### src/verilog/can_test_defines.svh
// register offsets, field positions and reset values of the test-mode block
`ifndef CAN_TEST_DEFINES_SVH
`define CAN_TEST_DEFINES_SVH

`define ADDR_W 8
`define OFS_MAIN_CTRL 8'h00
`define OFS_CTRL_STATUS 8'h02
`define OFS_TEST_CTRL 8'h0A
`define OFS_IRQ_STATUS 8'h20
`define OFS_IRQ_MASK 8'h21
`define OFS_IF1_DATA 8'h30
`define OFS_IF2_DATA 8'h31

`define MAIN_TEST_BIT 7
`define TEST_RX_BIT 7
`define TEST_OVR_HI 6
`define TEST_OVR_LO 5
`define TEST_LOOPBACK_ENABLE_BIT 4
`define TEST_SILENT_BIT 3
`define TEST_BASIC_BIT 2

`define ST_BUS_OFF_FLAG_BIT 7
`define ST_ERROR_WARNING_FLAG_BIT 6
`define ST_ERROR_PASSIVE_FLAG_BIT 5
`define ST_WR_MASK 8'h1F
`define ST_RECEIVE_OK_FLAG_BIT 4
`define ST_TRANSMIT_OK_FLAG_BIT 3
`define ST_LEC_HI 2
`define ST_LEC_LO 0

`define OVR_CORE 2'h0
`define OVR_SAMPLE 2'h1
`define OVR_DOMINANT 2'h2
`define OVR_RECESSIVE 2'h3

`define IRQ_RECEIVE_OK_FLAG_BIT 0
`define IRQ_TRANSMIT_OK_FLAG_BIT 1
`define IRQ_BUS_OFF_FLAG_BIT 2
`define IRQ_W 3

`define BYTE_ZERO 8'h00
`define IRQ_ZERO 3'h0
`define BUF_DEPTH 2

`endif

### src/verilog/can_test_pkg.sv
// types shared by the test-mode block
`default_nettype none
package can_test_pkg;
    typedef struct packed {
        logic [1:0] tx_pin_override_select;
        logic loopback_enable;
        logic silent;
        logic basic;
    } test_cfg_s;

    typedef struct packed {
        logic bus_off_flag;
        logic error_warning_flag;
        logic error_passive_flag;
        logic receive_ok_flag;
        logic transmit_ok_flag;
        logic [2:0] last_error_code;
    } status_s;

    typedef enum logic [1:0] {
        OVR_CORE_E, OVR_SAMPLE_E, OVR_DOMINANT_E, OVR_RECESSIVE_E
    } override_e;
endpackage
`default_nettype wire

### src/verilog/direct_buffer_mem.sv
// two-word buffer for direct-buffer mode, registered read data
`default_nettype none
module direct_buffer_mem #(
    parameter int WIDTH = 8,
    parameter int DEPTH = 2
) (
    input wire logic clk_sys, // system clock
    input wire logic we, // write enable
    input wire logic [$clog2(DEPTH)-1:0] waddr, // write index
    input wire logic [WIDTH-1:0] wdata, // write data
    input wire logic [$clog2(DEPTH)-1:0] raddr, // read index
    output logic [WIDTH-1:0] rdata // registered read data
);
    logic [WIDTH-1:0] mem_r [DEPTH];

    always_ff @(posedge clk_sys) begin
        if (we) begin
            mem_r[waddr] <= wdata;
        end
    end

    always_ff @(posedge clk_sys) begin
        rdata <= mem_r[raddr];
    end
endmodule
`default_nettype wire

### src/verilog/can_test_mode.sv
// test-mode control, controller status register and direct buffer of the CAN controller
//
// Contract
// [RULE_01] override 00: transmit pin follows the protocol core; code holds it recessive while loopback or silent is set
// [RULE_02] override 01: transmit pin shows the internal sample point
// [RULE_03] override 10 forces dominant low, 11 forces recessive high
// [RULE_04] silent bit set: silent mode; clear: normal bus operation
// [RULE_05] bus-off, warning, passive read-only; rx-ok, tx-ok, error code writable
// [RULE_06] direct-buffer bit: first set transmits, second set receives, RAM bypassed
// [RULE_07] test control writes ignored unless main control test bit is set
// [RULE_08] test control bit 7 reads live receive pin, read-only
// [RULE_09] host clears test control before leaving test mode
`include "can_test_defines.svh"
`default_nettype none
module can_test_mode #(
    parameter int DATA_W = 8
) (
    input wire logic clk_sys, // system clock, 40 MHz
    input wire logic srst, // synchronous reset, active high
    input wire logic [`ADDR_W-1:0] addr, // register address
    input wire logic [DATA_W-1:0] wdata, // write data
    input wire logic wr, // write strobe
    input wire logic rd, // read strobe
    output logic [DATA_W-1:0] rdata, // read data, cycle after rd
    input wire logic core_tx, // transmit level from protocol core
    input wire logic sample_point, // internal sample point strobe
    input wire logic bus_receive_pin, // receive pin level
    input wire logic core_bus_off, // core bus-off state
    input wire logic core_warning, // core error warning
    input wire logic core_passive, // core error passive
    input wire logic core_rx_ok, // pulse: frame received
    input wire logic core_tx_ok, // pulse: frame transmitted
    input wire logic core_lec_valid, // pulse: new error code
    input wire logic [2:0] core_lec, // error code value
    input wire logic [DATA_W-1:0] core_rx_byte, // received byte in direct-buffer mode
    output logic bus_transmit_pin, // transmit pin
    output logic core_rx, // receive level seen by the core
    output logic silent_mode, // core operates silent
    output logic loopback_mode, // core loops tx back internally
    output logic direct_buffer_mode, // message RAM bypassed
    output logic [DATA_W-1:0] core_tx_byte, // transmit byte from first set
    output logic irq // level interrupt
);
    logic [DATA_W-1:0] main_ctrl_r;
    can_test_pkg::test_cfg_s cfg_r;
    can_test_pkg::status_s status_r;
    logic [`IRQ_W-1:0] irq_status_r;
    logic [`IRQ_W-1:0] irq_mask_r;
    logic [`IRQ_W-1:0] irq_event;
    logic bus_off_flag_d_r;
    logic mem_rd_r;
    logic [DATA_W-1:0] reg_rdata_r;
    logic [DATA_W-1:0] mem_rdata;
    logic mem_we;
    logic mem_waddr;
    logic [DATA_W-1:0] mem_wdata;
    logic mem_raddr;
    logic tx_nxt;
    logic test_wr_ok;

    function automatic logic hit(input logic [`ADDR_W-1:0] a, input logic [`ADDR_W-1:0] ofs);
        hit = (a == ofs);
    endfunction

    assign test_wr_ok = main_ctrl_r[`MAIN_TEST_BIT];

    always_ff @(posedge clk_sys) begin
        if (srst) begin
            main_ctrl_r <= `BYTE_ZERO;
        end else if (wr && hit(addr, `OFS_MAIN_CTRL)) begin
            main_ctrl_r <= wdata;
        end
    end

    // test settings only change while test access is enabled
    always_ff @(posedge clk_sys) begin
        if (srst) begin
            cfg_r <= '0;
        end else if (wr && hit(addr, `OFS_TEST_CTRL) && test_wr_ok) begin // [RULE_07]
            cfg_r.tx_pin_override_select <= wdata[`TEST_OVR_HI:`TEST_OVR_LO];
            cfg_r.loopback_enable <= wdata[`TEST_LOOPBACK_ENABLE_BIT];
            cfg_r.silent <= wdata[`TEST_SILENT_BIT];
            cfg_r.basic <= wdata[`TEST_BASIC_BIT];
        end
    end

    // core flags mirror live state; host writes reach only the low five bits
    always_ff @(posedge clk_sys) begin
        if (srst) begin
            status_r <= '0;
        end else begin
            status_r.bus_off_flag <= core_bus_off; // [RULE_05]
            status_r.error_warning_flag <= core_warning; // [RULE_05]
            status_r.error_passive_flag <= core_passive; // [RULE_05]
            if (core_rx_ok) begin
                status_r.receive_ok_flag <= 1'b1;
            end else if (wr && hit(addr, `OFS_CTRL_STATUS)) begin
                status_r.receive_ok_flag <= wdata[`ST_RECEIVE_OK_FLAG_BIT]; // [RULE_05]
            end
            if (core_tx_ok) begin
                status_r.transmit_ok_flag <= 1'b1;
            end else if (wr && hit(addr, `OFS_CTRL_STATUS)) begin
                status_r.transmit_ok_flag <= wdata[`ST_TRANSMIT_OK_FLAG_BIT]; // [RULE_05]
            end
            if (core_lec_valid) begin
                status_r.last_error_code <= core_lec;
            end else if (wr && hit(addr, `OFS_CTRL_STATUS)) begin
                status_r.last_error_code <= wdata[`ST_LEC_HI:`ST_LEC_LO]; // [RULE_05]
            end
        end
    end

    always_ff @(posedge clk_sys) begin
        if (srst) begin
            bus_off_flag_d_r <= 1'b0;
        end else begin
            bus_off_flag_d_r <= core_bus_off;
        end
    end

    always_comb begin
        irq_event = `IRQ_ZERO;
        irq_event[`IRQ_RECEIVE_OK_FLAG_BIT] = core_rx_ok;
        irq_event[`IRQ_TRANSMIT_OK_FLAG_BIT] = core_tx_ok;
        irq_event[`IRQ_BUS_OFF_FLAG_BIT] = core_bus_off && !bus_off_flag_d_r;
    end

    // an event in the clearing cycle survives the clear
    always_ff @(posedge clk_sys) begin
        if (srst) begin
            irq_status_r <= `IRQ_ZERO;
        end else if (wr && hit(addr, `OFS_IRQ_STATUS)) begin
            irq_status_r <= (irq_status_r & ~wdata[`IRQ_W-1:0]) | irq_event;
        end else begin
            irq_status_r <= irq_status_r | irq_event;
        end
    end

    always_ff @(posedge clk_sys) begin
        if (srst) begin
            irq_mask_r <= `IRQ_ZERO;
        end else if (wr && hit(addr, `OFS_IRQ_MASK)) begin
            irq_mask_r <= wdata[`IRQ_W-1:0];
        end
    end

    always_ff @(posedge clk_sys) begin
        if (srst) begin
            irq <= 1'b0;
        end else begin
            irq <= |(irq_status_r & irq_mask_r);
        end
    end

    // transmit pin select; loopback or silent keeps the bus recessive unless overridden
    always_comb begin
        unique case (can_test_pkg::override_e'(cfg_r.tx_pin_override_select))
            can_test_pkg::OVR_CORE_E: begin
                tx_nxt = (cfg_r.loopback_enable || cfg_r.silent) ? 1'b1 : core_tx; // [RULE_01]
            end
            can_test_pkg::OVR_SAMPLE_E: begin
                tx_nxt = sample_point; // [RULE_02]
            end
            can_test_pkg::OVR_DOMINANT_E: begin
                tx_nxt = 1'b0; // [RULE_03]
            end
            can_test_pkg::OVR_RECESSIVE_E: begin
                tx_nxt = 1'b1; // [RULE_03]
            end
        endcase
    end

    // registered pin adds one cycle of latency to the core's bit stream
    always_ff @(posedge clk_sys) begin
        if (srst) begin
            bus_transmit_pin <= 1'b1;
            core_rx <= 1'b1;
            silent_mode <= 1'b0;
            loopback_mode <= 1'b0;
            direct_buffer_mode <= 1'b0;
        end else begin
            bus_transmit_pin <= tx_nxt;
            core_rx <= cfg_r.loopback_enable ? core_tx : bus_receive_pin;
            silent_mode <= cfg_r.silent; // [RULE_04]
            loopback_mode <= cfg_r.loopback_enable;
            direct_buffer_mode <= cfg_r.basic; // [RULE_06]
        end
    end

    // word 0 is the first set (transmit), word 1 the second set (receive)
    always_comb begin
        mem_we = 1'b0;
        mem_waddr = 1'b0;
        mem_wdata = wdata;
        if (cfg_r.basic && core_rx_ok) begin
            mem_we = 1'b1; // [RULE_06]
            mem_waddr = 1'b1;
            mem_wdata = core_rx_byte;
        end else if (wr && hit(addr, `OFS_IF1_DATA)) begin
            mem_we = 1'b1;
        end else if (wr && hit(addr, `OFS_IF2_DATA)) begin
            mem_we = 1'b1;
            mem_waddr = 1'b1;
        end
        mem_raddr = hit(addr, `OFS_IF2_DATA);
    end

    direct_buffer_mem #(
        .WIDTH(DATA_W),
        .DEPTH(`BUF_DEPTH)
    ) u_buf (
        .clk_sys(clk_sys),
        .we(mem_we),
        .waddr(mem_waddr),
        .wdata(mem_wdata),
        .raddr(mem_raddr),
        .rdata(mem_rdata)
    );

    always_ff @(posedge clk_sys) begin
        if (srst) begin
            core_tx_byte <= `BYTE_ZERO;
        end else if (cfg_r.basic && wr && hit(addr, `OFS_IF1_DATA)) begin
            core_tx_byte <= wdata; // [RULE_06]
        end
    end

    always_ff @(posedge clk_sys) begin
        if (srst) begin
            reg_rdata_r <= `BYTE_ZERO;
            mem_rd_r <= 1'b0;
        end else begin
            mem_rd_r <= rd && (hit(addr, `OFS_IF1_DATA) || hit(addr, `OFS_IF2_DATA));
            reg_rdata_r <= `BYTE_ZERO;
            if (rd) begin
                unique case (addr)
                    `OFS_MAIN_CTRL: reg_rdata_r <= main_ctrl_r;
                    `OFS_CTRL_STATUS: reg_rdata_r <= status_r;
                    `OFS_TEST_CTRL: begin
                        reg_rdata_r <= {bus_receive_pin, cfg_r, 2'b00}; // [RULE_08]
                    end
                    `OFS_IRQ_STATUS: reg_rdata_r <= {5'h00, irq_status_r};
                    `OFS_IRQ_MASK: reg_rdata_r <= {5'h00, irq_mask_r};
                    default: reg_rdata_r <= `BYTE_ZERO;
                endcase
            end
        end
    end

    always_comb begin
        rdata = mem_rd_r ? mem_rdata : reg_rdata_r;
    end
endmodule
`default_nettype wire

### config.mk
export PLATFORM = sky130hd
export DESIGN_NAME = can_test_mode
export DESIGN_NICKNAME = d
export VERILOG_FILES = /design/src/verilog/can_test_pkg.sv /design/src/verilog/direct_buffer_mem.sv /design/src/verilog/can_test_mode.sv
export VERILOG_INCLUDE_DIRS = /design/src /design/src/verilog
export SDC_FILE = /design/constraint.sdc
export NUM_CORES = 1
export LEC_CHECK = 0
export BUFFER_PORTS_ARGS = -buffer_cell sky130_fd_sc_hd__buf_2
export CORE_UTILIZATION = 60
export CTS_BUF_LIST = sky130_fd_sc_hd__clkbuf_4 sky130_fd_sc_hd__clkbuf_8
export DETAILED_ROUTE_END_ITERATION = 10
export GPL_TIMING_DRIVEN = 0
export PLACE_DENSITY = 0.86
export SLEW_MARGIN = 20
export SYNTH_ARGS = -nofsm -noshare
export SYNTH_HDL_FRONTEND = slang
export SYNTH_SLANG_ARGS = --single-unit
### constraint.sdc
create_clock -name clk_sys -period 8.39 [get_ports clk_sys]
set_clock_uncertainty 0.05 [all_clocks]
set_input_delay 2.0975 -clock clk_sys [delete_from_list [all_inputs] [get_ports clk_sys]]
set_output_delay 2.0975 -clock clk_sys [all_outputs]
set_load 0.01 [all_outputs]
==> out/summary.txt, run 1 <==
=================================================================================
Cell leakage power                                                        1.58 nW
NumNets Final                                                                 366
Fill cell total of the finished layout                                        360
Buffer levels on the longest clock path                                         2
Drt first-iter violations                                                     119
Total negative slack for setup checks                                        0 ns
Number of max-slew violations in the final report                               0
Area taken by flip-flops and latches                                     1640 um2
Antenna violations before repair                                                0
Register-to-register path setup slack                                     6.57 ns
Total inserted antenna cells                                                    0
Number of storage elements in the synthesis netlist                            74
Setup Viol. Count Final                                                         0
Netlist area before placement                                            2970 um2
Number of ports placed on the die boundary                                     62
Final Critical Period                                                     4.20 ns
Clock buffer count from CTS                                                     9
Placer congestion estimate                                                  0.880
Number of global-route vias before repair                                    2146
Number of hold buffers added after cts                                          0
Synth async-reset ratio                                                        0%
Worst hold margin                                                        0.422 ns
Nature of the critical path endpoint                                     register
Flip-flop cell with the highest count after synthesis                sky130_fd_sc_hd__dfxtp_1
Share of synthesized area occupied by flip-flops and latches                55.2%
Most area-hungry cell type in the Yosys netlist                      sky130_fd_sc_hd__dfxtp_1
RSZ-0062 raised after global routing                                           no
Power per Cell Area                                                    184 nW/um2
Core Footprint                                                           4750 um2
Critical Path, Cell by Cell                                          buf_2 -> clkbuf_1 -> nor3_2 -> nand3_2 -> o21ai_1
Post-Synthesis Mean Instance Area                                        11.6 um2
Average wire per standard cell                                            16.2 um
Arrival time reported for the critical path endpoint                      4.13 ns
Normalized max-slew margin                                                  35.6%
Number of hold violations in the final report                                   0
Synthesized net count                                                         296
Source-to-sink clock delay at the later pin of the worst-skew pair        0.35 ns
Global-route congestion overflow total                                          0
Number of placed instances with taps included                                 382
Maximum clock frequency                                                   238 MHz
Multi-input combinational cell area                                      1280 um2
Kind of start point of the critical path                               input port
Final period util                                                           50.0%
Post-CTS resize count                                                           0
Total of warnings raised by yosys                                               0
DRC violation count after routing                                               0
First-pass GRT wire length                                               10300 um
Number of routed nets with antenna violations                                   0
Overall power consumption                                                0.646 mW
Die Wd                                                                    72.4 um
Total Die Area                                                           5240 um2
Die Y                                                                     72.4 um
Post-route insts no fill                                                      398
Worst vdd ir                                                          0.0000939 V
Share of Yosys cell area claimed by the top area cell type                  39.1%
Classification of the worst-slack hold path                               reg2reg
Maximum fanout along the worst path                                            10
Drt pass-1 iters                                                                4
Tightest Pin Transition                                                  0.953 ns
Routed wire length                                                        6450 um
Htree depth                                                                     3
Total Routing Usage GR                                                      26.8%
Data required time at the worst endpoint                                  8.32 ns
Share of cells above drive strength 1                                       34.7%
DP Wirelength                                                             4650 um
Starting density of the core                                                62.5%
Top cells by area, synth                                             sky130_fd_sc_hd__dfxtp_1 39%, sky130_fd_sc_hd__edfxtp_1 16%, sky130_fd_sc_hd__mux2_2 12%
Maximum number of pins on one net before global-route repair                   13
Run status                                                           complete, no violations
Slowest CP cell                                                      sky130_fd_sc_hd__o21ai_1
Root buf cell                                                        sky130_fd_sc_hd__clkbuf_8
Cells after synthesis                                                         256
Number of port buffers                                                         59
Number of vias per cell                                                      5.54
Critical path type                                                         in2reg
Synth cell types                                                               37
Number of enable flip-flop cells after synthesis                               16
TritonCTS clock tree                                                        built
Largest stage delay on the critical path                                  0.67 ns
Area Overhead vs Synth                                                      18.5%
Number of clock sinks seen by CTS                                              74
Clk pin slew, worst setup/hold paths                                      0.07 ns
DR vias                                                                      2203
Number of setup buffers added after CTS                                         0
Max-cap violations                                                              0
Row count                                                                      25
=================================================================================
[path summary, 6_finish.rpt]
check | cells after the start | to | from
hold reg to reg | 1 | u_buf.rdata[4] | u_buf.mem_r[0][4]
setup reg to reg | 3 | u_buf.mem_r[0][4] | cfg_r[0]
hold / removal | 1 | u_buf.rdata[4] | u_buf.mem_r[0][4]
setup / recovery | 5 | u_buf.mem_r[1][3] | addr[1]
[worst max-delay path, delay by kind of cell]
kind,cells,cell delay (ns)
simple gates,2,1.00
compound gates,1,0.67
buf+inv,2,0.36
[synthesized netlist by cell type, types with 2 or more instances]
library cell               number
sky130_fd_sc_hd__a211oi_1       4
sky130_fd_sc_hd__a21oi_1        6
sky130_fd_sc_hd__a22oi_1        5
sky130_fd_sc_hd__a32oi_1        2
sky130_fd_sc_hd__clkbuf_1       8
sky130_fd_sc_hd__dfxtp_1       58
sky130_fd_sc_hd__edfxtp_1      16
sky130_fd_sc_hd__inv_1          4
sky130_fd_sc_hd__mux2_2        32
sky130_fd_sc_hd__mux2i_1       30
sky130_fd_sc_hd__nand2_1        7
sky130_fd_sc_hd__nand2b_1       3
sky130_fd_sc_hd__nand3_2        2
sky130_fd_sc_hd__nand4_1        5
sky130_fd_sc_hd__nor2_1        41
sky130_fd_sc_hd__nor2b_1        7
sky130_fd_sc_hd__nor3_1         2
sky130_fd_sc_hd__nor4_1         3
sky130_fd_sc_hd__o21ai_0        3
[metal layers]
metal	global-route usage [%]	share of wire [%]	up-vias
met3	4.44	5.3	16
met4	14.4	2.0	0
li1	-	-	1072
met2	43.2	49	78
met1	34.6	44	1037
met5	0	0	-
[cell type report]
class                           count  share of cell area (%)
Buffer                              9                   0.995
Tap cell                           67                    2.38
Clock buffer                       10                    3.91
Timing Repair Buffer               59                    8.39
Multi-Input combinational cell    169                    36.4
Clock inverter                      6                   0.924
Sequential cell                    74                    46.6
Inverter                            4                   0.426
[cells in the final DEF, fill, tap and decap left out, types with 2 or more instances in the layout]
cell,netlist,layout
sky130_fd_sc_hd__buf_2,1,60
sky130_fd_sc_hd__dfxtp_1,58,58
sky130_fd_sc_hd__nor2_1,41,41
sky130_fd_sc_hd__mux2_2,32,32
sky130_fd_sc_hd__mux2i_1,30,30
sky130_fd_sc_hd__edfxtp_1,16,16
sky130_fd_sc_hd__clkbuf_8,0,10
sky130_fd_sc_hd__clkbuf_1,8,8
sky130_fd_sc_hd__nand2_1,7,7
sky130_fd_sc_hd__nor2b_1,7,7
sky130_fd_sc_hd__a21oi_1,6,6
sky130_fd_sc_hd__nand4_1,5,5
sky130_fd_sc_hd__a22oi_1,5,5
sky130_fd_sc_hd__clkinv_2,0,5
sky130_fd_sc_hd__inv_1,4,4
sky130_fd_sc_hd__a211oi_1,4,4
sky130_fd_sc_hd__nor4_1,3,3
sky130_fd_sc_hd__nand2b_1,3,3
sky130_fd_sc_hd__nand3_2,2,2
sky130_fd_sc_hd__nor3_1,2,2
sky130_fd_sc_hd__o21ai_0,3,2
sky130_fd_sc_hd__a32oi_1,2,2
[where the power goes]
group / total, mW / leakage [nW] / internal (mW) / switching (mW)
logic: 0.0397 / 0.870 / 0.0166 / 0.0231
clock network: 0.237 / 0.0916 / 0.113 / 0.125
registers: 0.370 / 0.618 / 0.367 / 0.00224
[registers in the layout (all words and copies together) (netlist names)]
signal / flops
u_buf.mem_r: 16
core_tx_byte: 8
main_ctrl_r: 8
reg_rdata_r: 8
u_buf.rdata: 8
status_r: 7
cfg_r: 5
irq_mask_r: 3
irq_status_r: 3
bus_off_flag_d_r: 1
bus_transmit_pin: 1
core_rx: 1
direct_buffer_mode: 1
irq: 1
loopback_mode: 1
mem_rd_r: 1
silent_mode: 1
[cell families (layout without fill, tap and decap cells)]
logic type	after synthesis	after routing	synth area share, %
compound gates	25	25	5.81
buf+inv	13	88	1.68
flops	74	74	55.2
mux	62	62	22.2
simple gates	82	82	15.0
[through the flow]
stage               setup slack [ns]  util, %  area [um2]
detailed placement              3.48     70.5        3350
floorplan                       4.22        -        2970
global route                    4.00     74.1        3520
finish                          4.19     74.1        3520
CTS                             3.86     74.1        3520
global placement                3.60     70.5        3350
(Power assumes the default switching activity.)
==> inputs of run 2 (changes only) <==
Settings changed: CORE_UTILIZATION 60 to 56, PLACE_DENSITY 0.86 to 0.81.
Clock period 8.39 ns to 4.28 ns, I/O delays scaled along.
==> out/summary.txt, run 2 (same netlist as run 1, synthesis figures left out) <==
=====================================================================================
Highest-count cells in the layout ignoring fill and taps                 60 x sky130_fd_sc_hd__buf_2, 58 x sky130_fd_sc_hd__dfxtp_1, 41 x sky130_fd_sc_hd__nor2_1, 32 x sky130_fd_sc_hd__mux2_2, 30 x sky130_fd_sc_hd__mux2i_1   unchanged
NumNets Final                                                                     366   unchanged
Row count                                                                          26   was 25
Drt first-iter violations                                                         113   was 119
Arrival time reported for the critical path endpoint                          3.11 ns   was 4.13 ns
DP Wirelength                                                                 4600 um   was 4650 um
Power per Cell Area                                                        389 nW/um2   was 184 nW/um2
Count of buffer and inverter cells on the critical path                             2   unchanged
Number of global-route vias before repair                                        2053   was 2146
Layer with the highest usage                                                     met2   unchanged
Number of port buffers                                                             59   unchanged
Number of setup buffers added after CTS                                             0   unchanged
Core Footprint                                                               5110 um2   was 4750 um2
Nature of the critical path endpoint                                         register   unchanged
Cell area after layout                                                       3580 um2   was 3520 um2
Share of cells above drive strength 1                                           34.7%   unchanged
Most flop-heavy register                                                  u_buf.mem_r   unchanged
Critical Path, Cell by Cell                                              buf_2 -> clkbuf_1 -> nor3_2 -> nand3_2 -> o21ai_1   unchanged
Buffer levels on the longest clock path                                             2   unchanged
Final critical-path setup slack                                               1.09 ns   was 4.19 ns
First-pass GRT wire length                                                   10100 um   was 10300 um
Kind of start point of the critical path                                   input port   unchanged
Global-route congestion overflow total                                              0   unchanged
Number of max-slew violations in the final report                                   0   unchanged
Area Overhead vs Synth                                                          20.3%   was 18.5%
Tightest Pin Transition                                                      0.913 ns   was 0.953 ns
Total negative slack for setup checks                                            0 ns   unchanged
Data required time at the worst endpoint                                      4.20 ns   was 8.32 ns
Placer congestion estimate                                                      0.893   was 0.880
Number of flip-flops under the largest register name                               16   unchanged
Normalized max-slew margin                                                      38.3%   was 35.6%
Largest stage delay on the critical path                                      0.69 ns   was 0.67 ns
Most frequent standard cell in the layout excluding fill and tap cells   sky130_fd_sc_hd__buf_2   unchanged
Die Y                                                                         74.8 um   was 72.4 um
Placed standard-cell area                                                    3350 um2   about the same
Met1 Use GR                                                                     33.2%   was 34.6%
Cell class contributing the biggest share of worst-path delay            simple AND/OR/NAND/NOR gates   unchanged
Post-CTS resize count                                                               0   unchanged
Source-to-sink clock delay at the later pin of the worst-skew pair            0.34 ns   was 0.35 ns
Routed wire length                                                            6330 um   was 6450 um
Classification of the worst-slack hold path                                   reg2reg   unchanged
RSZ-0062 raised after global routing                                               no   unchanged
DR vias                                                                          2171   was 2203
Met3 usage in global routing                                                    6.69%   was 4.44%
Maximum number of pins on one net before global-route repair                       14   was 13
Number of ports placed on the die boundary                                         62   unchanged
Htree depth                                                                         3   unchanged
DRC violation count after routing                                                   0   unchanged
Worst vdd ir                                                               0.000339 V   was 0.0000939 V
Die Wd                                                                        74.8 um   was 72.4 um
Number of hold buffers added after cts                                              0   unchanged
Clk pin slew, worst setup/hold paths                                          0.07 ns   about the same
Setup Viol. Count Final                                                             0   unchanged
Clock buffer count from CTS                                                         9   unchanged
Number of routed nets with antenna violations                                       0   unchanged
Starting density of the core                                                    58.2%   was 62.5%
Run status                                                               complete, no violations   unchanged
Total Routing Usage GR                                                          25.3%   was 26.8%
Average wire per standard cell                                                15.8 um   was 16.2 um
Slowest CP cell                                                          sky130_fd_sc_hd__o21ai_1   unchanged
Maximum clock frequency                                                       314 MHz
Number of hold violations in the final report                                       0   unchanged
Total Die Area                                                               5600 um2   was 5240 um2
Cell leakage power                                                            1.60 nW   was 1.58 nW
Total inserted antenna cells                                                        0   unchanged
Final period util                                                               74.5%
Max-cap violations                                                                  0   unchanged
Antenna violations before repair                                                    0   unchanged
Met2 Use GR                                                                     40.7%   was 43.2%
Worst hold margin                                                            0.423 ns   was 0.422 ns
Share of the core filled with cells                                             70.0%   was 74.1%
Drt pass-1 iters                                                                    4   unchanged
Critical path type                                                             in2reg   unchanged
Pre-CTS worst setup slack                                                    0.416 ns   was 3.48 ns
Final Critical Period                                                         3.19 ns
Number of clock sinks seen by CTS                                                  74   unchanged
TritonCTS clock tree                                                            built   unchanged
Root buf cell                                                            sky130_fd_sc_hd__clkbuf_8   unchanged
Number of vias per cell                                                          5.41   was 5.54
Maximum fanout along the worst path                                                10   unchanged
=====================================================================================
-- run 2: cell types whose count changed in the layout (fill, tap and decap cells not counted) --
cell	before	now
sky130_fd_sc_hd__bufinv_16	0	2
sky130_fd_sc_hd__clkbuf_4	0	1
sky130_fd_sc_hd__clkbuf_8	10	9
sky130_fd_sc_hd__clkinv_2	5	1
sky130_fd_sc_hd__clkinv_4	0	1
sky130_fd_sc_hd__inv_6	0	1
-- run 2: cell type report --
type,instances,area [um2]
fillers,396,1530
repair buffers,59,295
flip-flops and latches,74,1640
well taps,70,87.6
inverters,4,15.0
clock buffers,10,131
plain buffers,9,35.0
multi-input cells,169,1280
clock inverters,6,90.1
-- run 2: power breakdown --
group | internal (mW) | switching (mW) | total, mW
combinational | 0.0326 | 0.0453 | 0.0779
clock | 0.337 | 0.252 | 0.589
sequential | 0.720 | 0.00437 | 0.724
total | 1.09 | 0.302 | 1.39
-- run 2: path summary, 6_finish.rpt --
kind,from,end,slack [ns],depth (start not counted)
max,addr[1],u_buf.mem_r[1][0],1.09,5
min,u_buf.mem_r[0][1],u_buf.rdata[1],0.42,1
max reg2reg,cfg_r[0],u_buf.mem_r[0][1],2.47,3
min reg2reg,u_buf.mem_r[0][1],u_buf.rdata[1],0.42,1
-- run 2: per-layer routing --
layer  share of wire [%]  routed length, um
met5                   0                  0
met3                 5.0                317
met1                  46               2910
met4                 1.0                 65
met2                  48               3040
-- run 2: per-stage QoR --
step | cells | power (mW)
3_3_place_gp | 385 | 0.815
6_report | 401 | 1.39
2_1_floorplan | 256 | 0.778
5_1_grt | 401 | 1.44
3_5_place_dp | 385 | 0.817
4_1_cts | 401 | 1.40
